$ cat src/hdl/supply_fault_pkg.sv
package supply_fault_pkg;

    // ==========================================================
    // Register port
    // ==========================================================
    localparam int          ADDR_W        = 2;
    localparam int          DATA_W        = 8;
    localparam logic [1:0]  STATE_OFF     = 2'h0;
    localparam logic [1:0]  CONTROL_OFF   = 2'h1;

    // ==========================================================
    // Control register fields and state register width
    // ==========================================================
    localparam int          WR_PERMIT_BIT = 7;
    localparam int          FLAG_BIT      = 6;
    localparam int          SLEEP_BIT     = 5;
    localparam int          ACTION_BIT    = 4;
    localparam int          CMP_OFF_BIT   = 3;
    localparam int          PUMP_EN_BIT   = 1;
    localparam int          HV_W          = 4;

    // ==========================================================
    // Values after reset
    // ==========================================================
    localparam logic [3:0]  STATE_RST     = 4'h0;
    localparam logic        BIT_RST       = 1'b0;
    localparam logic [7:0]  RDATA_RST     = 8'h00;

    // ==========================================================
    // Synchronised pin vector
    // ==========================================================
    localparam int          SYNC_STAGES   = 2;
    localparam int          PIN_COUNT     = 9;
    localparam int          PIN_CORE_OK   = 0;
    localparam int          PIN_PUMP_OK   = 1;
    localparam int          PIN_MODE      = 2;
    localparam int          PIN_PUMP_EN   = 3;
    localparam int          PIN_ACTION    = 4;
    localparam int          PIN_CTL_LO    = 5;

    // ==========================================================
    // Shutdown and restart states
    // ==========================================================
    typedef enum logic [1:0] {
        RUNNING   = 2'b00,
        SHUT_HIGH = 2'b01,
        SHUT_LOW  = 2'b10
    } shut_state_t;

endpackage : supply_fault_pkg

$ cat src/hdl/supply_fault_supervisor.sv
`timescale 1ns/100ps
module supply_fault_supervisor (
    input  wire logic                                  clk,
    input  wire logic                                  nrst,
    input  wire logic [supply_fault_pkg::ADDR_W-1:0]   regAddr,
    input  wire logic [supply_fault_pkg::DATA_W-1:0]   regWrData,
    input  wire logic                                  regWr,
    input  wire logic                                  regRd,
    output logic      [supply_fault_pkg::DATA_W-1:0]   regRdData,
    input  wire logic                                  coreOkPin,
    input  wire logic                                  pumpOkPin,
    input  wire logic                                  modeSelPin,
    input  wire logic                                  pumpEnablePin,
    input  wire logic                                  faultActionPin,
    input  wire logic [supply_fault_pkg::HV_W-1:0]     ctlPins,
    output logic                                       faultPinOut,
    output logic                                       faultPinOe,
    output logic      [supply_fault_pkg::HV_W-1:0]     hvOut,
    output logic                                       pumpRun,
    output logic                                       sleepOut
);
    import supply_fault_pkg::*;

    // ==========================================================
    // State
    // ==========================================================
    typedef struct packed {
        logic [HV_W-1:0]   stateBits;
        logic              sleepBit;
        logic              actionBit;
        logic              cmpOffBit;
        logic              pumpEnBit;
        logic              faultFlag;
        logic              armed;
        logic              pinOut;
        logic              pinOe;
        logic [HV_W-1:0]   hv;
        logic              pump;
        logic              sleep;
        logic [DATA_W-1:0] rdData;
    } main_st_t;

    localparam main_st_t ST_RST = '{
        stateBits: STATE_RST, sleepBit: BIT_RST, actionBit: BIT_RST,
        cmpOffBit: BIT_RST, pumpEnBit: BIT_RST, faultFlag: BIT_RST,
        armed: BIT_RST, pinOut: BIT_RST, pinOe: BIT_RST, hv: STATE_RST,
        pump: BIT_RST, sleep: BIT_RST, rdData: RDATA_RST};

    main_st_t st_r;
    main_st_t st_nxt;

    function automatic logic regHit(input logic [ADDR_W-1:0] a,
                                    input logic [ADDR_W-1:0] off);
        regHit = (a == off);
    endfunction : regHit

    // ==========================================================
    // Pin synchronisers
    // ==========================================================
    logic [PIN_COUNT-1:0] pinsS;
    logic                 coreOkS;
    logic                 pumpOkS;
    logic                 serialMode;
    logic                 pumpEnEff;
    logic                 actionEff;
    logic                 pumpIgnore;
    logic                 coreFault;
    logic                 pumpFault;
    logic                 faultNow;
    logic                 shutdown;
    logic                 trip;
    logic                 stateWrite;
    logic                 ctlWrite;
    logic                 flagClear;

    // Comparators are asynchronous to clk
    pin_sync #(
        .WIDTH (PIN_COUNT)
    ) u_sync (
        .clk    (clk),
        .nrst   (nrst),
        .pinIn  ({ctlPins, faultActionPin, pumpEnablePin, modeSelPin,
                  pumpOkPin, coreOkPin}),
        .pinOut (pinsS)
    );

    assign coreOkS    = pinsS[PIN_CORE_OK];
    assign pumpOkS    = pinsS[PIN_PUMP_OK];
    // Mode pin low selects the serial register interface
    assign serialMode = !pinsS[PIN_MODE];

    // ==========================================================
    // Effective controls
    // ==========================================================
    assign pumpEnEff  = serialMode ? st_r.pumpEnBit : pinsS[PIN_PUMP_EN];
    assign actionEff  = serialMode ? st_r.actionBit : pinsS[PIN_ACTION];
    assign pumpIgnore = serialMode ? st_r.cmpOffBit
                                   : !pinsS[PIN_PUMP_EN];

    // ==========================================================
    // Fault detection
    // ==========================================================
    // Each supply is judged on its own, so a faulted one never masks the other
    assign coreFault = !coreOkS;
    assign pumpFault = !pumpOkS && !pumpIgnore;
    // Level OR: once armed, holds while the core supply or an unignored pump supply is down, no host action
    assign faultNow  = st_r.armed && (coreFault || pumpFault);
    assign trip      = faultNow && !actionEff;

    restart_latch u_restart (
        .clk        (clk),
        .nrst       (nrst),
        .trip       (trip),
        .pumpEnable (pumpEnEff),
        .shutdown   (shutdown)
    );

    // ==========================================================
    // Register writes
    // ==========================================================
    assign stateWrite = regWr && regHit(regAddr, STATE_OFF)
                        && regWrData[WR_PERMIT_BIT];
    assign ctlWrite   = regWr && regHit(regAddr, CONTROL_OFF)
                        && regWrData[WR_PERMIT_BIT];
    assign flagClear  = ctlWrite && !regWrData[FLAG_BIT];

    always_comb begin
        st_nxt = st_r;
        if (stateWrite) begin
            st_nxt.stateBits = regWrData[HV_W-1:0];
        end
        if (ctlWrite) begin
            st_nxt.sleepBit  = regWrData[SLEEP_BIT];
            st_nxt.actionBit = regWrData[ACTION_BIT];
            st_nxt.cmpOffBit = regWrData[CMP_OFF_BIT];
            st_nxt.pumpEnBit = regWrData[PUMP_EN_BIT];
        end
        // Arming needs the pump up too, unless its monitor is ignored
        if (coreOkS && (pumpOkS || pumpIgnore)) begin
            st_nxt.armed = 1'b1;
        end
        // A fault in the clearing cycle keeps the flag set
        st_nxt.faultFlag = faultNow || (st_r.faultFlag && !flagClear);
        st_nxt.pinOut    = 1'b0;
        st_nxt.pinOe     = faultNow;
        st_nxt.pump      = pumpEnEff && !st_r.sleepBit && !shutdown;
        if (shutdown) begin
            st_nxt.hv = '0;
        end else if (serialMode) begin
            st_nxt.hv = st_r.stateBits;
        end else begin
            st_nxt.hv = pinsS[PIN_CTL_LO +: HV_W];
        end
        st_nxt.sleep = serialMode && st_r.sleepBit;
        // Unmapped addresses and idle cycles read zero
        st_nxt.rdData = '0;
        if (regRd && regHit(regAddr, STATE_OFF)) begin
            st_nxt.rdData[HV_W-1:0] = st_r.stateBits;
        end else if (regRd && regHit(regAddr, CONTROL_OFF)) begin
            st_nxt.rdData[FLAG_BIT]    = st_r.faultFlag;
            st_nxt.rdData[SLEEP_BIT]   = st_r.sleepBit;
            st_nxt.rdData[ACTION_BIT]  = st_r.actionBit;
            st_nxt.rdData[CMP_OFF_BIT] = st_r.cmpOffBit;
            st_nxt.rdData[PUMP_EN_BIT] = st_r.pumpEnBit;
        end
    end

    always_ff @(posedge clk or negedge nrst) begin
        if (!nrst) begin
            st_r <= ST_RST;
        end else begin
            st_r <= st_nxt;
        end
    end

    assign regRdData   = st_r.rdData;
    assign faultPinOut = st_r.pinOut;
    assign faultPinOe  = st_r.pinOe;
    assign hvOut       = st_r.hv;
    assign pumpRun     = st_r.pump;
    assign sleepOut    = st_r.sleep;
endmodule : supply_fault_supervisor

$ cat src/hdl/pin_sync.sv
`timescale 1ns/100ps
module pin_sync #(
    parameter int WIDTH = 9
) (
    input  wire logic             clk,
    input  wire logic             nrst,
    input  wire logic [WIDTH-1:0] pinIn,
    output logic      [WIDTH-1:0] pinOut
);
    import supply_fault_pkg::*;

    typedef struct packed {
        logic [WIDTH-1:0] first;
        logic [WIDTH-1:0] second;
    } sync_st_t;

    sync_st_t st_r;
    sync_st_t st_nxt;

    // First stage feeds only the second stage
    always_comb begin
        st_nxt        = st_r;
        st_nxt.first  = pinIn;
        st_nxt.second = st_r.first;
    end

    always_ff @(posedge clk or negedge nrst) begin
        if (!nrst) begin
            st_r <= '0;
        end else begin
            st_r <= st_nxt;
        end
    end

    assign pinOut = st_r.second;

endmodule : pin_sync

$ cat src/hdl/restart_latch.sv
`timescale 1ns/100ps
module restart_latch (
    input  wire logic clk,
    input  wire logic nrst,
    input  wire logic trip,
    input  wire logic pumpEnable,
    output logic      shutdown
);
    import supply_fault_pkg::*;

    typedef struct packed {
        shut_state_t state;
    } latch_st_t;

    latch_st_t st_r;
    latch_st_t st_nxt;

    // A new trip always wins over a restart in the same cycle
    always_comb begin
        st_nxt = st_r;
        case (st_r.state)
            RUNNING: begin
                if (trip) begin
                    st_nxt.state = SHUT_HIGH;
                end
            end
            SHUT_HIGH: begin
                if (!pumpEnable) begin
                    st_nxt.state = SHUT_LOW;
                end
            end
            SHUT_LOW: begin
                if (pumpEnable && !trip) begin
                    st_nxt.state = RUNNING;
                end
            end
            default: begin
                st_nxt.state = SHUT_HIGH;
            end
        endcase
    end

    always_ff @(posedge clk or negedge nrst) begin
        if (!nrst) begin
            st_r.state <= RUNNING;
        end else begin
            st_r <= st_nxt;
        end
    end

    assign shutdown = (st_r.state != RUNNING);

endmodule : restart_latch

$ cat config.mk
export PLATFORM = sky130hd
export DESIGN_NAME = supply_fault_supervisor
export DESIGN_NICKNAME = d
export VERILOG_FILES = /design/src/hdl/supply_fault_pkg.sv /design/src/hdl/supply_fault_supervisor.sv /design/src/hdl/pin_sync.sv /design/src/hdl/restart_latch.sv
export SDC_FILE = /design/constraint.sdc
export NUM_CORES = 1
export LEC_CHECK = 0
export ABC_CLOCK_PERIOD_IN_PS = 4520
export BUFFER_PORTS_ARGS = -buffer_cell sky130_fd_sc_hd__buf_2
export CORE_MARGIN = 1.5
export CORE_UTILIZATION = 40
export DETAILED_ROUTE_END_ITERATION = 8
export GPL_ROUTABILITY_DRIVEN = 1
export PLACE_DENSITY = 0.59
export SETUP_SLACK_MARGIN = 0.4
export SLEW_MARGIN = 10
export SYNTH_ARGS = -nofsm -noshare
export SYNTH_HDL_FRONTEND = slang
export SYNTH_SLANG_ARGS = --single-unit
$ cat constraint.sdc
create_clock -name clk -period 4.52 [get_ports clk]
set_input_delay 0.904 -clock clk [delete_from_list [all_inputs] [get_ports clk]]
set_output_delay 0.904 -clock clk [all_outputs]
set_load 0.02 [all_outputs]
== After elaboration in Yosys (flattened, before gate mapping) ==
Cells that the tools add are included.
Operators by class
  equal/unequal tests: 6
  mux-type cells: 16
  reduce and logical (&&, ||, !) cells: 34
Operators by type and width (count)
  $logic_and 1x1->1: 16
  $mux 4: 3
  $logic_not 1->1: 11
  $mux 1: 8
  $mux 2: 3
  $pmux 2 s3: 1
  $eq 2x1->1 const B: 2
  $logic_not 2->1: 2
  $ne 2x1->1 const B: 2
  $logic_or 1x1->1: 3
  $mux 3: 1
  $reduce_and 3->1: 1
  $eq 2x2->1 const B: 1
  $ne 2x2->1 const B: 1
  $reduce_bool 2->1: 1
Word-level totals
  flip-flop bits (word level): 44
  word-level logic and storage cells: 71

== Longest topological paths before layout ==
  depth in word-level cells: 11
  mapped depth: 6
  mapped depth without buffers: 6

== Modules after synthesis ==
Synthesis repeated with hierarchy kept, for this count alone.
Second synthesis, totals
  cell total of the unflattened synthesis: 114
  area total of the unflattened synthesis: 1706.6 um^2
Modules (own cells, without submodules)
  supply_fault_supervisor: instances 1, cells each 82, area each 1093.5 um^2, sequential area each 600.6 um^2
  pin_sync: instances 1, cells each 18, area each 450.4 um^2, sequential area each 450.4 um^2
  restart_latch: instances 1, cells each 14, area each 162.7 um^2, sequential area each 50.0 um^2

== Least setup slack after synthesis ==
No wires, ideal clock.
  kind: in2reg
  start point: in regAddr[0] (netlist name)
  end point: reg st_r[22] (netlist name)
  setup time: 0.125 ns
  arrival: 1.840 ns
  required time: 4.395 ns
  slack: 2.555 ns
  stages on the path: 3
  cells stage by stage: clkbuf_1 nor3_1 mux2_2
On the way
  word-level cells in the longest chain between the ends: 3
Ends and longest elaborated chain
  start: declaration: line supply_fault_supervisor.sv:5  | input wire logic [supply_fault_pkg::ADDR_W-1:0] regAddr,
  $logic_not 2->1: line supply_fault_supervisor.sv:54  | regHit = (a == off);
  $logic_and 1x1->1: line supply_fault_supervisor.sv:121  | assign stateWrite = regWr && regHit(regAddr, STATE_OFF)
  $logic_and 1x1->1: line supply_fault_supervisor.sv:122  | && regWrData[WR_PERMIT_BIT];
  end signal: assignment: line supply_fault_supervisor.sv:172  | st_r <= st_nxt;
  end: declaration: line supply_fault_supervisor.sv:49  | main_st_t st_r;
No other way between the ends.
A chain may end at the register's enable or synchronous reset.

== Final worst setup path ==
  start point: reg u_sync.st_r (netlist bit u_sync.pinOut[2])
  end point: reg u_restart.st_r[1] (netlist name)
On the way
  word-level cells in the longest chain between the ends: 10
Ends and longest elaborated chain
  start: declaration: line pin_sync.sv:17  | sync_st_t st_r;
  start signal: assignment: line pin_sync.sv:31  | st_r <= st_nxt;
  $mux 1: line supply_fault_supervisor.sv:97  | assign pumpIgnore = serialMode ? st_r.cmpOffBit
  $logic_not 1->1: line supply_fault_supervisor.sv:105  | assign pumpFault = !pumpOkS && !pumpIgnore;
  $logic_and 1x1->1: line supply_fault_supervisor.sv:105
  $logic_or 1x1->1: line supply_fault_supervisor.sv:107  | assign faultNow = st_r.armed && (coreFault || pumpFault);
  $logic_and 1x1->1: line supply_fault_supervisor.sv:107
  $logic_and 1x1->1: line supply_fault_supervisor.sv:108  | assign trip = faultNow && !actionEff;
  $logic_not 1->1: line restart_latch.sv:33  | if (pumpEnable && !trip) begin
  $logic_and 1x1->1: line restart_latch.sv:33
  $ne 2x1->1 (no line)
  $reduce_and 3->1 (no line) (*)
  end signal: assignment: line restart_latch.sv:47  | st_r <= st_nxt;
  end: declaration: line restart_latch.sv:15  | latch_st_t st_r;
Every way passes the cells marked *; elsewhere a longest branch is shown, timed or not.

==> flow_metrics.env <==
export IMPL_critPathLaunchType="register"
export IMPL_p_leak_nw=0.9847
export IMPL_cts_tree="done"
export IMPL_finalPower_mw=0.9461
export IMPL_ctsHoldBuffers=0
export IMPL_crit_type="register to register"
export IMPL_path_clk_slew_ps=80
export IMPL_netlist_area_um2=1678
export IMPL_avgSynthCellArea_um2=14.10
export IMPL_drc=0
export IMPL_final_hold_violation_count=0
export IMPL_grt_use_total=0.1234
export IMPL_maxCapViolCount=0
export IMPL_syn2layout_area_growth_pct=14.39
export IMPL_postCtsResizedCells=0
export IMPL_coreArea_um2=4029
export IMPL_ctsLongestPathBuffers=2
export IMPL_synth_seq_area_share=0.6562
export IMPL_internal_power_mw=0.6921
export IMPL_cts_sinks=44
export IMPL_setup_tns_ps=0
export IMPL_cts_htree_levels=2
export IMPL_via_per_inst=4.623
export IMPL_dpl_hpwl_um=1802
export IMPL_p_comb_frac=0.196
export IMPL_fmax_ghz=0.5559
export IMPL_vdd_drop_max_uv=185.8
export IMPL_grt_pass1_vias=886
export IMPL_finalCriticalPeriod_ps=1799
export IMPL_grt_max_degree=45
export IMPL_antenna_cells=0
export IMPL_dr_first_iter_drc_count=33
export IMPL_io_pins=39
export IMPL_final_common_cell="dfrtp_1"
export IMPL_hp_class="register to register"
export IMPL_final_cell_mix="dfrtp_1 (44), buf_2 (36), mux2i_1 (9)"
export IMPL_setup_viol=0
export IMPL_wirelength_um=2544
export IMPL_multiInputGateArea_um2=449.2
export IMPL_fin_nets=175
export IMPL_grt_overflow=0
export IMPL_fin_skew_ps=9.234
export IMPL_slew_violations=0
export IMPL_post_route_period_util=0.3980
export IMPL_antenna_left=0
export IMPL_synth_cell_types=26
export IMPL_drive_above_1_share=0.3826
export IMPL_powerDensity_nw_per_um2=492.9
export IMPL_syn_instance_count=119
export IMPL_antenna_found_initial=0
export IMPL_design_area_um2=1919
export IMPL_cts_root_buffer="clkbuf_8"
export IMPL_pwr_share_clk=0.303
export IMPL_grt_pass1_wl_um=3939
export IMPL_power_switching_mw=0.2540
export IMPL_r2r_setup_slack_ps=2720
export IMPL_worstSetupEndpointType="register"
export IMPL_cts_made_buffers=5
export IMPL_die_h_um=67.77
export IMPL_regArea_um2=1101
export IMPL_portBuffers=36
export IMPL_initial_core_util=0.4165
export IMPL_critPathRequiredTime_ps=4700
export IMPL_seqPwrFrac=0.500
export IMPL_fillers=378
export IMPL_cts_setup_buffers=0
export IMPL_worst_slew_pin_slew_ps=912.9
export IMPL_synth_seq_cells=44
export IMPL_clk_insertion_delay_late_ps=290
export IMPL_vias=920
export IMPL_wl_per_cell_um=12.78
export IMPL_switching_share=0.2685
export IMPL_whs_ps=350.5
export IMPL_status="completed"
export IMPL_die_w_um=67.77
export IMPL_dieArea_um2=4592
export IMPL_rows=23
export IMPL_synth_warning_count=0
export IMPL_rsz0062_at_grt="no"
export IMPL_place_congestion=0.7209
export IMPL_placed_cell_area_um2=1812
export IMPL_critPathMaxFanout=9
export IMPL_max_slew_margin=0.3914
export IMPL_arrival_ps=1980
export IMPL_dr_pass1_iters=2
per-stage QoR:
step | instances | util | setup WS (ps)
2_1_floorplan | 120 | - | 2555
3_3_place_gp | 191 | 0.4497 | 2490
3_5_place_dp | 191 | 0.4497 | 2424
4_1_cts | 199 | 0.4764 | 2699
5_1_grt | 199 | 0.4764 | 2621
6_report | 199 | 0.4764 | 2721
cell usage after synthesis:
cell type,n,share of area
a21oi_1,3,0.0089
nor3_1,2,0.0060
o21ai_0,1,0.0030
o21bai_4,1,0.011
ha_1,4,0.030
mux2_4,1,0.0089
nor2_1,6,0.013
nand2b_1,2,0.0075
buf_6,1,0.0067
nor3b_1,2,0.0089
nor2_2,1,0.0037
nor2b_1,1,0.0037
o211ai_2,1,0.0075
a211o_1,1,0.0052
nand2_1,5,0.011
inv_1,5,0.011
mux2i_1,9,0.054
and3_1,3,0.011
dfrtp_1,44,0.66
and2_4,1,0.0052
nand4b_1,1,0.0052
conb_1,1,0.0022
buf_4,13,0.058
mux2_2,8,0.054
and2b_2,1,0.0052
clkbuf_1,1,0.0022
final cells by class:
class,instances,share of cell area
clock inverter,2,0.01825
timing repair buffer,36,0.09387
sequential,44,0.5737
inverter,5,0.009778
tap,50,0.03259
clock buffer,6,0.03781
multi-input combinational,56,0.2340
cell families after synthesis:
kind of cell | count (synthesis) | synth area share
mux | 18 | 0.1163
other cells | 1 | 0.002235
simple gates | 25 | 0.08129
fa+ha+maj | 4 | 0.02983
flops | 44 | 0.6562
compound gates | 7 | 0.03579
buf+inv | 20 | 0.07830
sequential cells by signal, indices dropped and copies added, names as in the netlist:
name / flops
hvOut: 4
sleepOut: 1
st_r: 10
u_sync.st_nxt: 9
pumpRun: 1
u_restart.st_r: 2
faultPinOe: 1
u_sync.pinOut: 9
regRdData: 7
path summary, 6_finish.rpt:
check                                  from  cells past startpoint                 to
max reg2reg                u_sync.pinOut[2]                      5  u_restart.st_r[1]
min                        u_sync.st_nxt[1]                      0   u_sync.pinOut[1]
max                        u_sync.pinOut[2]                      5  u_restart.st_r[1]
min in group asynchronous              nrst                      1   u_sync.st_nxt[6]
min reg2reg                u_sync.st_nxt[1]                      0   u_sync.pinOut[1]
max in group asynchronous              nrst                      1  u_restart.st_r[0]
power by group through the flow:
stage | logic [mW] | clock network [mW] | registers, mW
after floorplan | 0.151 | 0 | 0.477
after global placement | 0.181 | 0 | 0.480
after detailed placement | 0.190 | 0 | 0.481
after CTS | 0.190 | 0.297 | 0.473
after global routing | 0.206 | 0.312 | 0.479
final | 0.186 | 0.287 | 0.473
critical path, cell delays in order (launching register included):
cell and delay, ps:
dfrtp_1 600, mux2i_1 300, nand2_1 100, a211o_1 280
o211ai_2 100, mux2_4 310
metal layers:
layer	part of all wire	vias up	global-route usage
met1	0.41	457	0.1343
met2	0.50	29	0.1998
li1	-	429	-
met3	0.064	5	0.04333
met4	0.019	0	0.08673
met5	0	-	0
Note: power is estimated with default switching activity, not from simulation.
